$ cat src/hdl/conv_ctrl_pkg.sv
// constants shared by the conversion and read control logic
package conv_ctrl_pkg;
	localparam int RESULT_WIDTH = 16;
	localparam int RESULT_MSB = 15;
	localparam int RESULT_LSB = 0;
	localparam int CLK_HZ = 20000000;
	// conversion time in ns, and acquisition time in ns
	localparam int CONV_TIME_NS = 3300;
	localparam int ACQ_TIME_NS = 480;
	localparam int CLK_PERIOD_NS = 1000000000 / CLK_HZ;
	localparam int CONV_CYCLES = (CONV_TIME_NS + CLK_PERIOD_NS - 1) / CLK_PERIOD_NS;
	localparam int ACQ_CYCLES = (ACQ_TIME_NS + CLK_PERIOD_NS - 1) / CLK_PERIOD_NS;
	// bit decisions are spread evenly over the conversion time
	localparam int BIT_CYCLES = CONV_CYCLES / RESULT_WIDTH;
	localparam int CNT_WIDTH = 8;
	localparam logic [15:0] RESULT_RESET = 16'h0000;
	typedef enum logic [1:0] {
		ST_IDLE = 2'b00,
		ST_CONVERT = 2'b01,
		ST_DONE = 2'b10
	} conv_state_type;
endpackage : conv_ctrl_pkg

$ cat src/hdl/conv_read_ctrl.sv
// conversion sequencer, busy flag and three-state result port
`timescale 1ns/100ps

module conv_read_ctrl (
	// clock and reset
	input wire logic i_clk,
	input wire logic i_arst_n,
	// host strobes (asynchronous pins)
	input wire logic i_select_n,
	input wire logic i_conversion_start_n,
	input wire logic i_read_n,
	// comparator decision from the analog core, same clock
	input wire logic i_comp_high,
	// status and data
	output logic o_busy_n,
	output logic [15:0] o_data,
	output logic [15:0] o_data_oe,
	// trial word driving the capacitive dac
	output logic [15:0] o_dac_word,
	output logic o_sample
);
	logic [2:0] pins_sync;
	logic select_n;
	logic start_n;
	logic read_n;
	logic start_prev_n;
	logic start_fall;
	conv_ctrl_pkg::conv_state_type state;
	logic [conv_ctrl_pkg::CNT_WIDTH-1:0] cycle_cnt;
	logic [3:0] bit_idx;
	logic [15:0] sar;
	logic [15:0] result;
	logic conv_begin;
	logic bit_end;
	logic last_bit;
	logic conv_done;
	logic [15:0] next_result;

	////////////////////////////////////////////////////////////////////////
	input_sync #(
		.WIDTH(3),
		.RESET_VALUE(3'h7)
	) u_sync (
		.i_clk(i_clk),
		.i_arst_n(i_arst_n),
		.i_async({i_select_n, i_conversion_start_n, i_read_n}),
		.o_sync(pins_sync)
	);
	assign select_n = pins_sync[2];
	assign start_n = pins_sync[1];
	assign read_n = pins_sync[0];

	// edge seen on the synchronised strobe; select gates the start
	always_ff @(posedge i_clk or negedge i_arst_n) begin
		if (!i_arst_n) begin
			start_prev_n <= 1'b1;
		end else begin
			start_prev_n <= start_n;
		end
	end
	assign start_fall = start_prev_n && !start_n && !select_n;

	////////////////////////////////////////////////////////////////////////
	// sequencer events, decoded once so every register below agrees on them
	assign conv_begin = (state == conv_ctrl_pkg::ST_IDLE) && start_fall;
	assign bit_end = (state == conv_ctrl_pkg::ST_CONVERT) &&
		(cycle_cnt == conv_ctrl_pkg::CNT_WIDTH'(conv_ctrl_pkg::BIT_CYCLES - 1));
	assign last_bit = bit_end && (bit_idx == 4'h0);
	assign conv_done = (state == conv_ctrl_pkg::ST_DONE);

	// msb inverted turns the offset binary trial word into two's complement
	always_comb begin
		next_result = {~sar[conv_ctrl_pkg::RESULT_MSB], sar[14:0]};
	end

	////////////////////////////////////////////////////////////////////////
	// sequencer on the block's own clock; no host clock involved
	always_ff @(posedge i_clk or negedge i_arst_n) begin
		if (!i_arst_n) begin
			state <= conv_ctrl_pkg::ST_IDLE;
		end else begin
			unique case (state)
				conv_ctrl_pkg::ST_IDLE: begin
					if (start_fall) begin
						state <= conv_ctrl_pkg::ST_CONVERT;
					end
				end
				conv_ctrl_pkg::ST_CONVERT: begin
					// start edges fall through unheard here
					if (last_bit) begin
						state <= conv_ctrl_pkg::ST_DONE;
					end
				end
				conv_ctrl_pkg::ST_DONE: begin
					state <= conv_ctrl_pkg::ST_IDLE;
				end
				default: begin
					state <= conv_ctrl_pkg::ST_IDLE;
				end
			endcase
		end
	end

	////////////////////////////////////////////////////////////////////////
	// cycles within one bit decision; cleared at each decision so that
	// the counter is already at zero when the next conversion begins
	always_ff @(posedge i_clk or negedge i_arst_n) begin
		if (!i_arst_n) begin
			cycle_cnt <= '0;
		end else if (conv_begin || bit_end) begin
			cycle_cnt <= '0;
		end else if (state == conv_ctrl_pkg::ST_CONVERT) begin
			cycle_cnt <= cycle_cnt + 1'b1;
		end
	end

	// bit under trial, msb first
	always_ff @(posedge i_clk or negedge i_arst_n) begin
		if (!i_arst_n) begin
			bit_idx <= 4'h0;
		end else if (conv_begin) begin
			bit_idx <= 4'hF;
		end else if (bit_end && bit_idx != 4'h0) begin
			bit_idx <= bit_idx - 4'h1;
		end
	end

	////////////////////////////////////////////////////////////////////////
	// successive approximation; comparator read at end of each bit, and
	// the trial word has been on the dac for three of the four cycles of a bit period by then
	for (genvar b = 0; b < conv_ctrl_pkg::RESULT_WIDTH; b++) begin : g_sar_bit
		always_ff @(posedge i_clk or negedge i_arst_n) begin
			if (!i_arst_n) begin
				sar[b] <= conv_ctrl_pkg::RESULT_RESET[b];
			end else if (conv_begin) begin
				sar[b] <= (b == conv_ctrl_pkg::RESULT_MSB);
			end else if (bit_end && bit_idx == 4'(b) && !i_comp_high) begin
				sar[b] <= 1'b0;
			end else if (bit_end && b < conv_ctrl_pkg::RESULT_MSB && bit_idx == 4'(b + 1)) begin
				sar[b] <= 1'b1;
			end
		end
	end

	// latch loads only at completion
	always_ff @(posedge i_clk or negedge i_arst_n) begin
		if (!i_arst_n) begin
			result <= conv_ctrl_pkg::RESULT_RESET;
		end else if (conv_done) begin
			result <= next_result;
		end
	end

	////////////////////////////////////////////////////////////////////////
	// busy falls with the start and rises the cycle the new result is out
	always_ff @(posedge i_clk or negedge i_arst_n) begin
		if (!i_arst_n) begin
			o_busy_n <= 1'b1;
		end else if (conv_begin) begin
			o_busy_n <= 1'b0;
		end else if (conv_done) begin
			o_busy_n <= 1'b1;
		end
	end

	// data register copies the latch; the old word stays out during conversion
	always_ff @(posedge i_clk or negedge i_arst_n) begin
		if (!i_arst_n) begin
			o_data <= conv_ctrl_pkg::RESULT_RESET;
		end else begin
			o_data <= conv_done ? next_result : result;
		end
	end

	// drivers on only for read and select both low, whatever start does
	always_ff @(posedge i_clk or negedge i_arst_n) begin
		if (!i_arst_n) begin
			o_data_oe <= 16'h0000;
		end else begin
			o_data_oe <= {16{!read_n && !select_n}};
		end
	end

	// trial word to the dac, one cycle behind the register
	always_ff @(posedge i_clk or negedge i_arst_n) begin
		if (!i_arst_n) begin
			o_dac_word <= 16'h0000;
		end else begin
			o_dac_word <= sar;
		end
	end

	// hold starts in the cycle the start is taken, so the input cannot drift
	// while the first trial settles; acquisition resumes once idle again
	always_ff @(posedge i_clk or negedge i_arst_n) begin
		if (!i_arst_n) begin
			o_sample <= 1'b1;
		end else begin
			o_sample <= (state == conv_ctrl_pkg::ST_IDLE) && !start_fall;
		end
	end
endmodule : conv_read_ctrl

$ cat src/hdl/input_sync.sv
// two-flop synchroniser for a group of pin inputs
`timescale 1ns/100ps
module input_sync #(
	parameter int WIDTH = 3,
	parameter logic [WIDTH-1:0] RESET_VALUE = '1
) (
	// clock and reset
	input wire logic i_clk,
	input wire logic i_arst_n,
	// pins
	input wire logic [WIDTH-1:0] i_async,
	output logic [WIDTH-1:0] o_sync
);
	logic [WIDTH-1:0] meta;

	always_ff @(posedge i_clk or negedge i_arst_n) begin
		if (!i_arst_n) begin
			meta <= RESET_VALUE;
			o_sync <= RESET_VALUE;
		end else begin
			meta <= i_async;
			o_sync <= meta;
		end
	end
endmodule : input_sync

$ cat config.mk
export PLATFORM = sky130hd
export DESIGN_NAME = conv_read_ctrl
export DESIGN_NICKNAME = d
export VERILOG_FILES = /design/src/hdl/conv_ctrl_pkg.sv /design/src/hdl/conv_read_ctrl.sv /design/src/hdl/input_sync.sv
export SDC_FILE = /design/constraint.sdc
export NUM_CORES = 1
export LEC_CHECK = 0
export BUFFER_PORTS_ARGS = -buffer_cell sky130_fd_sc_hd__buf_2
export CORE_AREA = 5 5 77 93
export CTS_CLUSTER_SIZE = 14
export DETAILED_ROUTE_END_ITERATION = 8
export DIE_AREA = 0 0 82 98
export GPL_ROUTABILITY_DRIVEN = 0
export PLACE_DENSITY = 0.75
export SLEW_MARGIN = 40
export SYNTH_ARGS = -nofsm -noshare
export SYNTH_HDL_FRONTEND = slang
export SYNTH_HIERARCHICAL = 1
export SYNTH_SLANG_ARGS = --single-unit
$ cat constraint.sdc
create_clock -name i_clk -period 3.6 [get_ports i_clk]
set_input_delay 0.36 -clock i_clk [delete_from_list [all_inputs] [get_ports i_clk]]
set_output_delay 0.36 -clock i_clk [all_outputs]
set_load 0.005 [all_outputs]
Word level (Yosys, flattened, before mapping)
Index checks and enable logic that the tools add are counted.
{"block": "classes", "mux": 56, "n_eq_ne": 20, "n_bitwise": 1, "addsub": 2, "reduce_logical": 68}
{"op": "1-bit two-way mux", "count": 49}
{"op": "3-bit nonzero test", "count": 15}
{"op": "1-bit logical AND", "count": 39}
{"op": "4-bit == test (second input constant)", "count": 8}
{"op": "4-bit by 3-bit == test with 1-bit output (second input constant)", "count": 4}
{"op": "8-bit two-way mux", "count": 2}
{"op": "8-bit by 1-bit adder with 8-bit output (second input constant)", "count": 1}
{"op": "4-bit by 2-bit == test with 1-bit output (second input constant)", "count": 2}
{"op": "8-bit by 2-bit == test with 1-bit output (second input constant)", "count": 1}
{"op": "4-bit two-way mux", "count": 2}
{"op": "2-bit nonzero test", "count": 4}
{"op": "1-bit zero test", "count": 5}
{"op": "4-bit by 1-bit == test with 1-bit output (second input constant)", "count": 1}
{"op": "4-bit zero test", "count": 1}
{"op": "2-bit two-way mux", "count": 2}
{"op": "2-bit inequality test (second input constant)", "count": 2}
{"op": "2-bit case mux with 2 select lines", "count": 1}
{"op": "4-bit nonzero test", "count": 1}
{"op": "4-bit by 1-bit subtractor with 4-bit output (second input constant)", "count": 1}
{"op": "2-bit by 1-bit == test with 1-bit output (second input constant)", "count": 1}
{"op": "2-bit == test (second input constant)", "count": 1}
{"op": "2-bit zero test", "count": 1}
{"op": "2-bit AND reduction", "count": 1}
{"op": "1-bit logical OR", "count": 1}
{"op": "1-bit inverter", "count": 1}
{"block": "totals", "word_cells": 174, "output_inout_bits": 50, "inputBits": 6, "register_bits": 72}

Logic depth before layout (Yosys ltp)
Gate-level depths: netlist of run 1.
{"block": "logic_depth", "depth_word": 6, "ltp_mapped": 6, "mapped_depth_nobuf": 6}

Hierarchy
Netlist of run 1, hierarchy kept.
{"mod": "conv_read_ctrl", "instances": 1, "cells_each": 214, "area_each_um2": 2782.7}
{"mod": "input_sync", "instances": 1, "cells_each": 6, "area_each_um2": 157.7}

Worst setup path after synthesis of run 1
No wires, ideal clock.
{"block": "synth_path", "path_kind": "reg2reg", "startpoint": "reg bit_idx[0]", "endpoint": "reg bit_idx[3]", "path_stages_with_launch": 7, "n_path_buf": 0, "arrival_time_ps": 1814, "synth_period_minus_slack_ps": 1893, "slack_ps": 1707, "cell_sequence": "dfrtp_1 -> inv_1 -> ha_1 -> or3b_2 -> or4b_4 -> nor4_4 -> mux2i_1"}
{"block": "synth_via", "elab_chain_len": 3, "word_cells_on_any_way": 6, "classes_between": "add/sub: 1; mux: 2; reduce/logical: 3"}
{"item": "from (decl)", "line": "conv_read_ctrl.sv:30", "rtl": "logic [3:0] bit_idx;"}
{"item": "from (signal assigned)", "line": "conv_read_ctrl.sv:124", "rtl": "bit_idx <= bit_idx - 4'h1;"}
{"item": "4-bit by 1-bit subtractor with 4-bit output / 4-bit nonzero test (equally long branches)", "line": "conv_read_ctrl.sv:124, conv_read_ctrl.sv:123"}
{"item": "4-bit two-way mux / 1-bit logical AND (equally long branches)", "line": "conv_read_ctrl.sv:123", "rtl": "end else if (bit_end && bit_idx != 4'h0) begin"}
{"item": "4-bit two-way mux / 2-bit nonzero test (equally long branches)"}
Several ways; a longest one is shown, not always the timed one. The select of a mux whose other input is x is not followed.
A chain may end at the register's enable or synchronous reset.

Worst setup path after layout of run 1
{"block": "layout_path", "startpoint": "reg state[1]", "endpoint": "reg sar[13] (netlist: next_result[13])"}
{"block": "layout_via", "elab_chain_len": 6, "word_cells_on_any_way": 10, "classes_between": "eq/ne: 1; mux: 2; reduce/logical: 7"}
{"item": "from (decl)", "line": "conv_read_ctrl.sv:28", "rtl": "conv_ctrl_pkg::conv_state_type state;"}
{"item": "from (signal assigned)", "line": "conv_read_ctrl.sv:80", "rtl": "state <= conv_ctrl_pkg::ST_IDLE;"}
{"item": "from (signal assigned)", "line": "conv_read_ctrl.sv:85", "rtl": "state <= conv_ctrl_pkg::ST_CONVERT;"}
{"item": "from (signal assigned)", "line": "conv_read_ctrl.sv:91", "rtl": "state <= conv_ctrl_pkg::ST_DONE;"}
{"item": "2-bit by 1-bit == test with 1-bit output", "line": "conv_read_ctrl.sv:66", "rtl": "assign bit_end = (state == conv_ctrl_pkg::ST_CONVERT) &&"}
{"item": "1-bit logical AND", "line": "conv_read_ctrl.sv:66"}
{"item": "1-bit logical AND (2 in series)", "line": "conv_read_ctrl.sv:137", "rtl": "end else if (bit_end && bit_idx == 4'(b) && !i_comp_high) begin"}
{"item": "1-bit two-way mux", "line": "conv_read_ctrl.sv:137"}
{"item": "1-bit two-way mux", "line": "conv_read_ctrl.sv:135", "rtl": "end else if (conv_begin) begin"}
{"item": "to (signal, indexed assignment)", "line": "conv_read_ctrl.sv:134", "rtl": "sar[b] <= conv_ctrl_pkg::RESULT_RESET[b];"}
{"item": "to (signal, indexed assignment)", "line": "conv_read_ctrl.sv:136", "rtl": "sar[b] <= (b == conv_ctrl_pkg::RESULT_MSB);"}
{"item": "to (decl)", "line": "conv_read_ctrl.sv:31", "rtl": "logic [15:0] sar;"}
Several ways; a longest one is shown, not always the timed one.

==> results.toml, run 1 <==
[status]
status = "complete, no violations"

[critical_path]
critPathArrivalTime_ps = 2350
element_type_at_the_critical_path_end = "flop"
path_cells = "nand3b_2 > nor3_1 > a41oi_1 > a211oi_1"
timing.critical_path.fanout_max = 7
cp-start-kind = "flop"
worst_r2r_path_depth = 4
worst-setup-path-type = "reg -> reg"
slowest_delay_ps = 680
critical_path.reg2reg.startpoint = "state[1]"
critical_r2r_capture = "next_result[13]"
ff2ff_setup_slack_ps = 1500
critical-path-slowest-cell = "sky130_fd_sc_hd__nor3_1"
worstSetupStartpoint = "state[1]"
cp.required_ps = 3850

[synthesis]
number_of_enable_type_register_cells_in_the_synthesized_netlist = 0
synth_ff_type = "sky130_fd_sc_hd__dfrtp_1"
yosys_register_bits = 72
ys.warnings.count = 6
yosys.area.top_type = "sky130_fd_sc_hd__dfrtp_1"
post-synth-top-count-cell = "sky130_fd_sc_hd__dfrtp_1"
number_of_cells_produced_by_synthesis = 220
yosysTopAreaCellShare = 0.536
synth_commonest_cells = "63 x sky130_fd_sc_hd__dfrtp_1, 15 x sky130_fd_sc_hd__a211oi_1, 15 x sky130_fd_sc_hd__buf_4, 15 x sky130_fd_sc_hd__mux2_2, 13 x sky130_fd_sc_hd__a21oi_1"
synth_async_reset_ratio = 1.00
ys_types = 39
synth_area_um2 = 2940
synth_nets = 232
synthTopCellsByArea = "sky130_fd_sc_hd__dfrtp_1 54%, sky130_fd_sc_hd__dfstp_2 8.0%, sky130_fd_sc_hd__mux2_2 5.7%"
yosysSeqAreaShare = 0.617
avgSynthCellArea_um2 = 13.4

[place]
hpwl_dp_um = 3840
port_buffers = 55

[clock_network]
path_clk_slew_ps = 80
cts_tree = "built"
ctsResizeCount = 0
cts_num_sinks = 72
root_buffer = "sky130_fd_sc_hd__clkbuf_8"
cts.repair_timing.setup_buffer_count = 0
cts_buffers = 9
clockBufferDepth = 2
clk-insertion-delay-late_ps = 350
cts.htree.levels = 3

[floorplan]
fp.dieArea_um2 = 8040
fp.dieH_um = 98
fp.coreArea_um2 = 6250
chipWidth_um = 82
floorplan.rows = 32
initial_core_util = 0.471
floorplan.io_pins = 56

[sta]
setup_viol_count_final = 0
fin_tns_setup_ps = 0
fin_worst_skew_ps = 8.94
fmax_mhz = 475
rsz0062_at_grt = "no"
maxSlewViolCount = 0
post-route-min-period_ps = 2100
worst_slew_margin_rel = 0.519
final_hold_viol_count = 0
worst_slew_pin_slew_ps = 716
min_period_over_period = 0.584
timing.hold.ws_ps = 102

[route]
route.vias.total = 1851
dr.first_iter.drc_count = 115
postRouteAntennaNets = 0
viasPerCell = 5.21
finalWirelength_um = 5450
routed_wire_length_per_instance_um = 15.4
drt-pass1-iter-count = 4
drcViolationCount = 0

[global_routing]
number_of_global_route_vias_before_repair = 1894
global_route.overflow_total = 0
globalRouteMet1Util = 0.177
globalRouteMet3Util = 0.0517
global_route.usage.total = 0.156
grt_first_pass_wirelength_um = 9400
grt_max_degree = 40
globalRouteMet2Util = 0.258
grt.busiest_layer = "met2"
number_of_antenna_violations_at_the_first_check_in_global_routing = 0

[power]
ir_drop_v = 0.000300
power_per_cell_area_nw_per_um2 = 739
total_leakage_power_uw = 0.00166

[cells_and_area]
drive_gt1_frac = 0.426
area.growth.synth_to_final_pct = 16.0
antenna_cells = 0
final_net_count = 277

[hold_path]
min-delay-path-class = "in -> reg"
hp-start = "i_conversion_start_n"
hold_path_depth = 1
timing.hold.worst_endpoint = "u_sync/meta[1]"

[job]
max-cap-violations = 0
stage by stage:
step                std cells   util  power (uW)  cell area [um^2]  worst slack, ps
floorplan                 220      -        1650              2940             1710
global placement          338  0.510        1850              3180             1510
detailed placement        338  0.511        1880              3190             1530
CTS                       354  0.543        2550              3390             1510
global route              355  0.546        2690              3410             1250
finish                    355  0.546        2520              3410             1500
cell usage in the layout (no fill, tap or decap), types with 2 or more instances in the layout:
| cell | count |
|---|---|
| sky130_fd_sc_hd__dfrtp_1 | 63 |
| sky130_fd_sc_hd__buf_2 | 54 |
| sky130_fd_sc_hd__mux2_2 | 15 |
| sky130_fd_sc_hd__a211oi_1 | 15 |
| sky130_fd_sc_hd__a21oi_1 | 13 |
| sky130_fd_sc_hd__nor2_1 | 12 |
| sky130_fd_sc_hd__clkbuf_8 | 10 |
| sky130_fd_sc_hd__dfstp_2 | 9 |
| sky130_fd_sc_hd__ha_1 | 6 |
| sky130_fd_sc_hd__xor2_1 | 5 |
| sky130_fd_sc_hd__nor2b_1 | 5 |
| sky130_fd_sc_hd__nand2_1 | 5 |
| sky130_fd_sc_hd__a41oi_1 | 4 |
| sky130_fd_sc_hd__inv_1 | 3 |
| sky130_fd_sc_hd__or2_2 | 3 |
| sky130_fd_sc_hd__and3_2 | 3 |
| sky130_fd_sc_hd__nand4_1 | 3 |
| sky130_fd_sc_hd__xnor2_1 | 3 |
| sky130_fd_sc_hd__o21ai_0 | 3 |
| sky130_fd_sc_hd__nor4_4 | 3 |
| sky130_fd_sc_hd__or3b_2 | 2 |
| sky130_fd_sc_hd__or4_4 | 2 |
| sky130_fd_sc_hd__nand3_1 | 2 |
| sky130_fd_sc_hd__mux2i_1 | 2 |
| sky130_fd_sc_hd__nor3_1 | 2 |
| sky130_fd_sc_hd__nand2b_1 | 2 |
| sky130_fd_sc_hd__clkinvlp_4 | 2 |
| sky130_fd_sc_hd__buf_4 | 2 |
worst max-delay path by stage:
| stage | cells past startpoint | end |
|---|---|---|
| 4_1_cts | 6 | bit_idx[3] |
| 3_3_place_gp | 4 | state[0] |
| 5_1_grt | 4 | next_result[13] |
| 2_1_floorplan | 6 | bit_idx[3] |
| 3_5_place_dp | 6 | bit_idx[3] |
| 6_report | 4 | next_result[13] |
worst max-delay path, delay by kind of cell (launching register included):
family / cells / cell delay (ps)
DFF: 1 / 470
AOI/OAI and AO/OA: 2 / 460
and+or+nand+nor: 2 / 1080
state kept, by name, indices dropped and copies added (netlist names), 2 cells and up:
name and flops:
u_sync/o_sync 3, bit_idx 4, next_result 15, o_dac_word 16
state 2, o_data 16, cycle_cnt 8, u_sync/meta 3
where the power goes:
group | internal, uW | switching (uW)
clock network | 341 | 313
logic | 292 | 357
registers | 1030 | 185
area by class of cell:
type	instances	area [um^2]
repair buffers	57	295
multi-input cells	122	978
clock inverters	6	67.6
flip-flops and latches	72	1810
well taps	85	106
clock buffers	10	138
fillers	561	2840
inverters	3	11.3
what timing repair did:
item / in CTS / in global routing
setup endpoints to repair: 0 / 0
hold endpoints to repair: 0 / 32
hold buffers: 0 / 1
metal layers:
metal,vias to the layer above,part of all wire
met2,53,0.53
met3,14,0.056
met4,0,0.027
met1,935,0.39
met5,-,0
li1,849,-
cell families after synthesis:
family / count (synthesis) / share of synthesized area
mux: 17 / 0.0643
compound gates: 38 / 0.0851
xor+xnor: 8 / 0.0238
fa+ha+maj: 6 / 0.0255
simple gates: 53 / 0.131
flops: 72 / 0.617
buf+inv: 26 / 0.0536
Power figures use the tool's default switching activity.
==> run 2: changes to the inputs <==
==> constraint.sdc (replaced) <==
create_clock -name i_clk -period 2.2 [get_ports i_clk]
set_input_delay 0.22 -clock i_clk [delete_from_list [all_inputs] [get_ports i_clk]]
set_output_delay 0.22 -clock i_clk [all_outputs]
set_load 0.005 [all_outputs]
==> run 2 against run 1 <==
  * Combinational power up 74%
  * Global-route usage shrank 0.45 points
  * Via count shrank 1.6%
  * Die area unchanged
  * Critical endpoint is now bit_idx[3]
==> results.toml, run 2 (same netlist as run 1, synthesis figures left out) <==
[sta]
fin_tns_setup_ps = 0
fin_worst_skew_ps = 8.96
rsz0062_at_grt = "no"
min_period_over_period = 0.936
final_worst_setup_slack_ps = 140
maxSlewViolCount = 0
setup_viol_count_final = 0
final_hold_viol_count = 0
worst_slew_pin_slew_ps = 515
post-route-min-period_ps = 2060
fmax_mhz = 485
worst_slew_margin_rel = 0.656

[critical_path]
critical-path-slowest-cell = "sky130_fd_sc_hd__or4b_4"
ff2ff_setup_slack_ps = 140
slowest_delay_ps = 510
worst_r2r_path_depth = 6
worstSetupStartpoint = "bit_idx[0]"
critical_r2r_capture = "bit_idx[3]"
cp-start-kind = "flop"
critical_path.reg2reg.startpoint = "bit_idx[0]"
path_cells = "inv_1 > ha_1 > or3b_2 > or4b_4 > nor4_4 > mux2i_1"
timing.critical_path.fanout_max = 6
endpoint_of_the_most_critical_setup_path = "bit_idx[3]"
worst-setup-path-type = "reg -> reg"
element_type_at_the_critical_path_end = "flop"
cp.required_ps = 2460
critPathArrivalTime_ps = 2320

[place]
dp_worst_slack_ps = 162
hpwl_dp_um = 3860
port_buffers = 55

[floorplan]
chipWidth_um = 82
floorplan.rows = 32
floorplan.io_pins = 56
fp.dieH_um = 98
initial_core_util = 0.471
fp.coreArea_um2 = 6250
fp.dieArea_um2 = 8040

[cells_and_area]
final_net_count = 288
area.growth.synth_to_final_pct = 19.6
layout.cells.most_common_list = "63 x sky130_fd_sc_hd__dfrtp_1, 55 x sky130_fd_sc_hd__buf_2, 15 x sky130_fd_sc_hd__mux2_2, 15 x sky130_fd_sc_hd__a211oi_1, 13 x sky130_fd_sc_hd__a21oi_1"
finalCoreUtilization = 0.563
drive_gt1_frac = 0.434
layout.cells.most_common = "sky130_fd_sc_hd__dfrtp_1"
antenna_cells = 0

[route]
viasPerCell = 4.98
postRouteAntennaNets = 0
drcViolationCount = 0
route.vias.total = 1821
dr.first_iter.drc_count = 93
finalWirelength_um = 5340
routed_wire_length_per_instance_um = 14.6
drt-pass1-iter-count = 5

[global_routing]
grt_first_pass_wirelength_um = 9180
grt_max_degree = 27
number_of_antenna_violations_at_the_first_check_in_global_routing = 0
number_of_global_route_vias_before_repair = 1838
global_route.usage.total = 0.152
global_route.overflow_total = 0

[clock_network]
path_clk_slew_ps = 70
cts_buffers = 9
root_buffer = "sky130_fd_sc_hd__clkbuf_8"
clk-insertion-delay-late_ps = 340
clockBufferDepth = 2
cts_num_sinks = 72
ctsResizeCount = 0
cts_tree = "built"
cts.htree.levels = 3

[hold_path]
min-delay-path-class = "in -> reg"

[status]
status = "complete, no violations"

[power]
power_per_cell_area_nw_per_um2 = 1210
total_leakage_power_uw = 0.00172
ir_drop_v = 0.000554

[job]
max-cap-violations = 0
-- run 2: final cells by class --
class | instances | area (um^2)
Clock buffer | 12 | 155
Clock inverter | 4 | 76.3
Fill cell | 550 | 2730
Inverter | 3 | 11.3
Multi-Input combinational cell | 122 | 972
Sequential cell | 72 | 1810
Tap cell | 85 | 106
Timing Repair Buffer | 68 | 383
-- run 2: power by group --
group / leakage [uW] / total [uW] / internal [uW] / switching, uW
combinational: 0.000697 / 1130 / 505 / 626
sequential: 0.000914 / 1960 / 1690 / 273
clock: 0.000113 / 1170 / 703 / 468
total: 0.00172 / 4260 / 2900 / 1370
-- run 2: worst min-delay path by stage --
stage,start,to,slack (ps),depth (start not counted)
floorplan,i_arst_n,bit_idx[0],-80,0
global placement,i_arst_n,o_data[4],220,1
detailed placement,i_arst_n,o_dac_word[4],220,1
CTS,i_comp_high,next_result[5],330,3
global route,i_comp_high,next_result[5],350,3
finish,i_comp_high,next_result[2],340,3
-- run 2: timing repair --
| item | in CTS | in global routing |
|---|---|---|
| buffers inserted | 0 | 0 |
| hold endpoints to repair | 26 | 0 |
| hold buffers | 4 | 0 |
-- run 2: per-layer routing --
layer | vias to the layer above | wire [um] | track usage
met2 | 43 | 2800 | 0.245
met5 | - | 0 | 0
met1 | 887 | 2090 | 0.179
li1 | 876 | - | -
met4 | 0 | 171 | 0.0882
met3 | 15 | 279 | 0.0397
-- run 2: stage by stage --
| step | area (um^2) | total power (uW) | cells | hold slack [ps] |
|---|---|---|---|---|
| after CTS | 3510 | 4320 | 366 | 327 |
| after floorplan | 2940 | 2700 | 220 | -75.6 |
| after global placement | 3240 | 3070 | 346 | 220 |
| after detailed placement | 3240 | 3120 | 346 | 223 |
| final | 3520 | 4260 | 366 | 343 |
| after global routing | 3520 | 4530 | 366 | 354 |
-- run 2: critical path: cells and delay by family, from the launching register on --
| kind | cells | cell delay, ps |
|---|---|---|
| DFF | 1 | 440 |
| buffers and inverters | 1 | 130 |
| adders and majority gates | 1 | 280 |
| muxes | 1 | 210 |
| and+or+nand+nor | 3 | 910 |
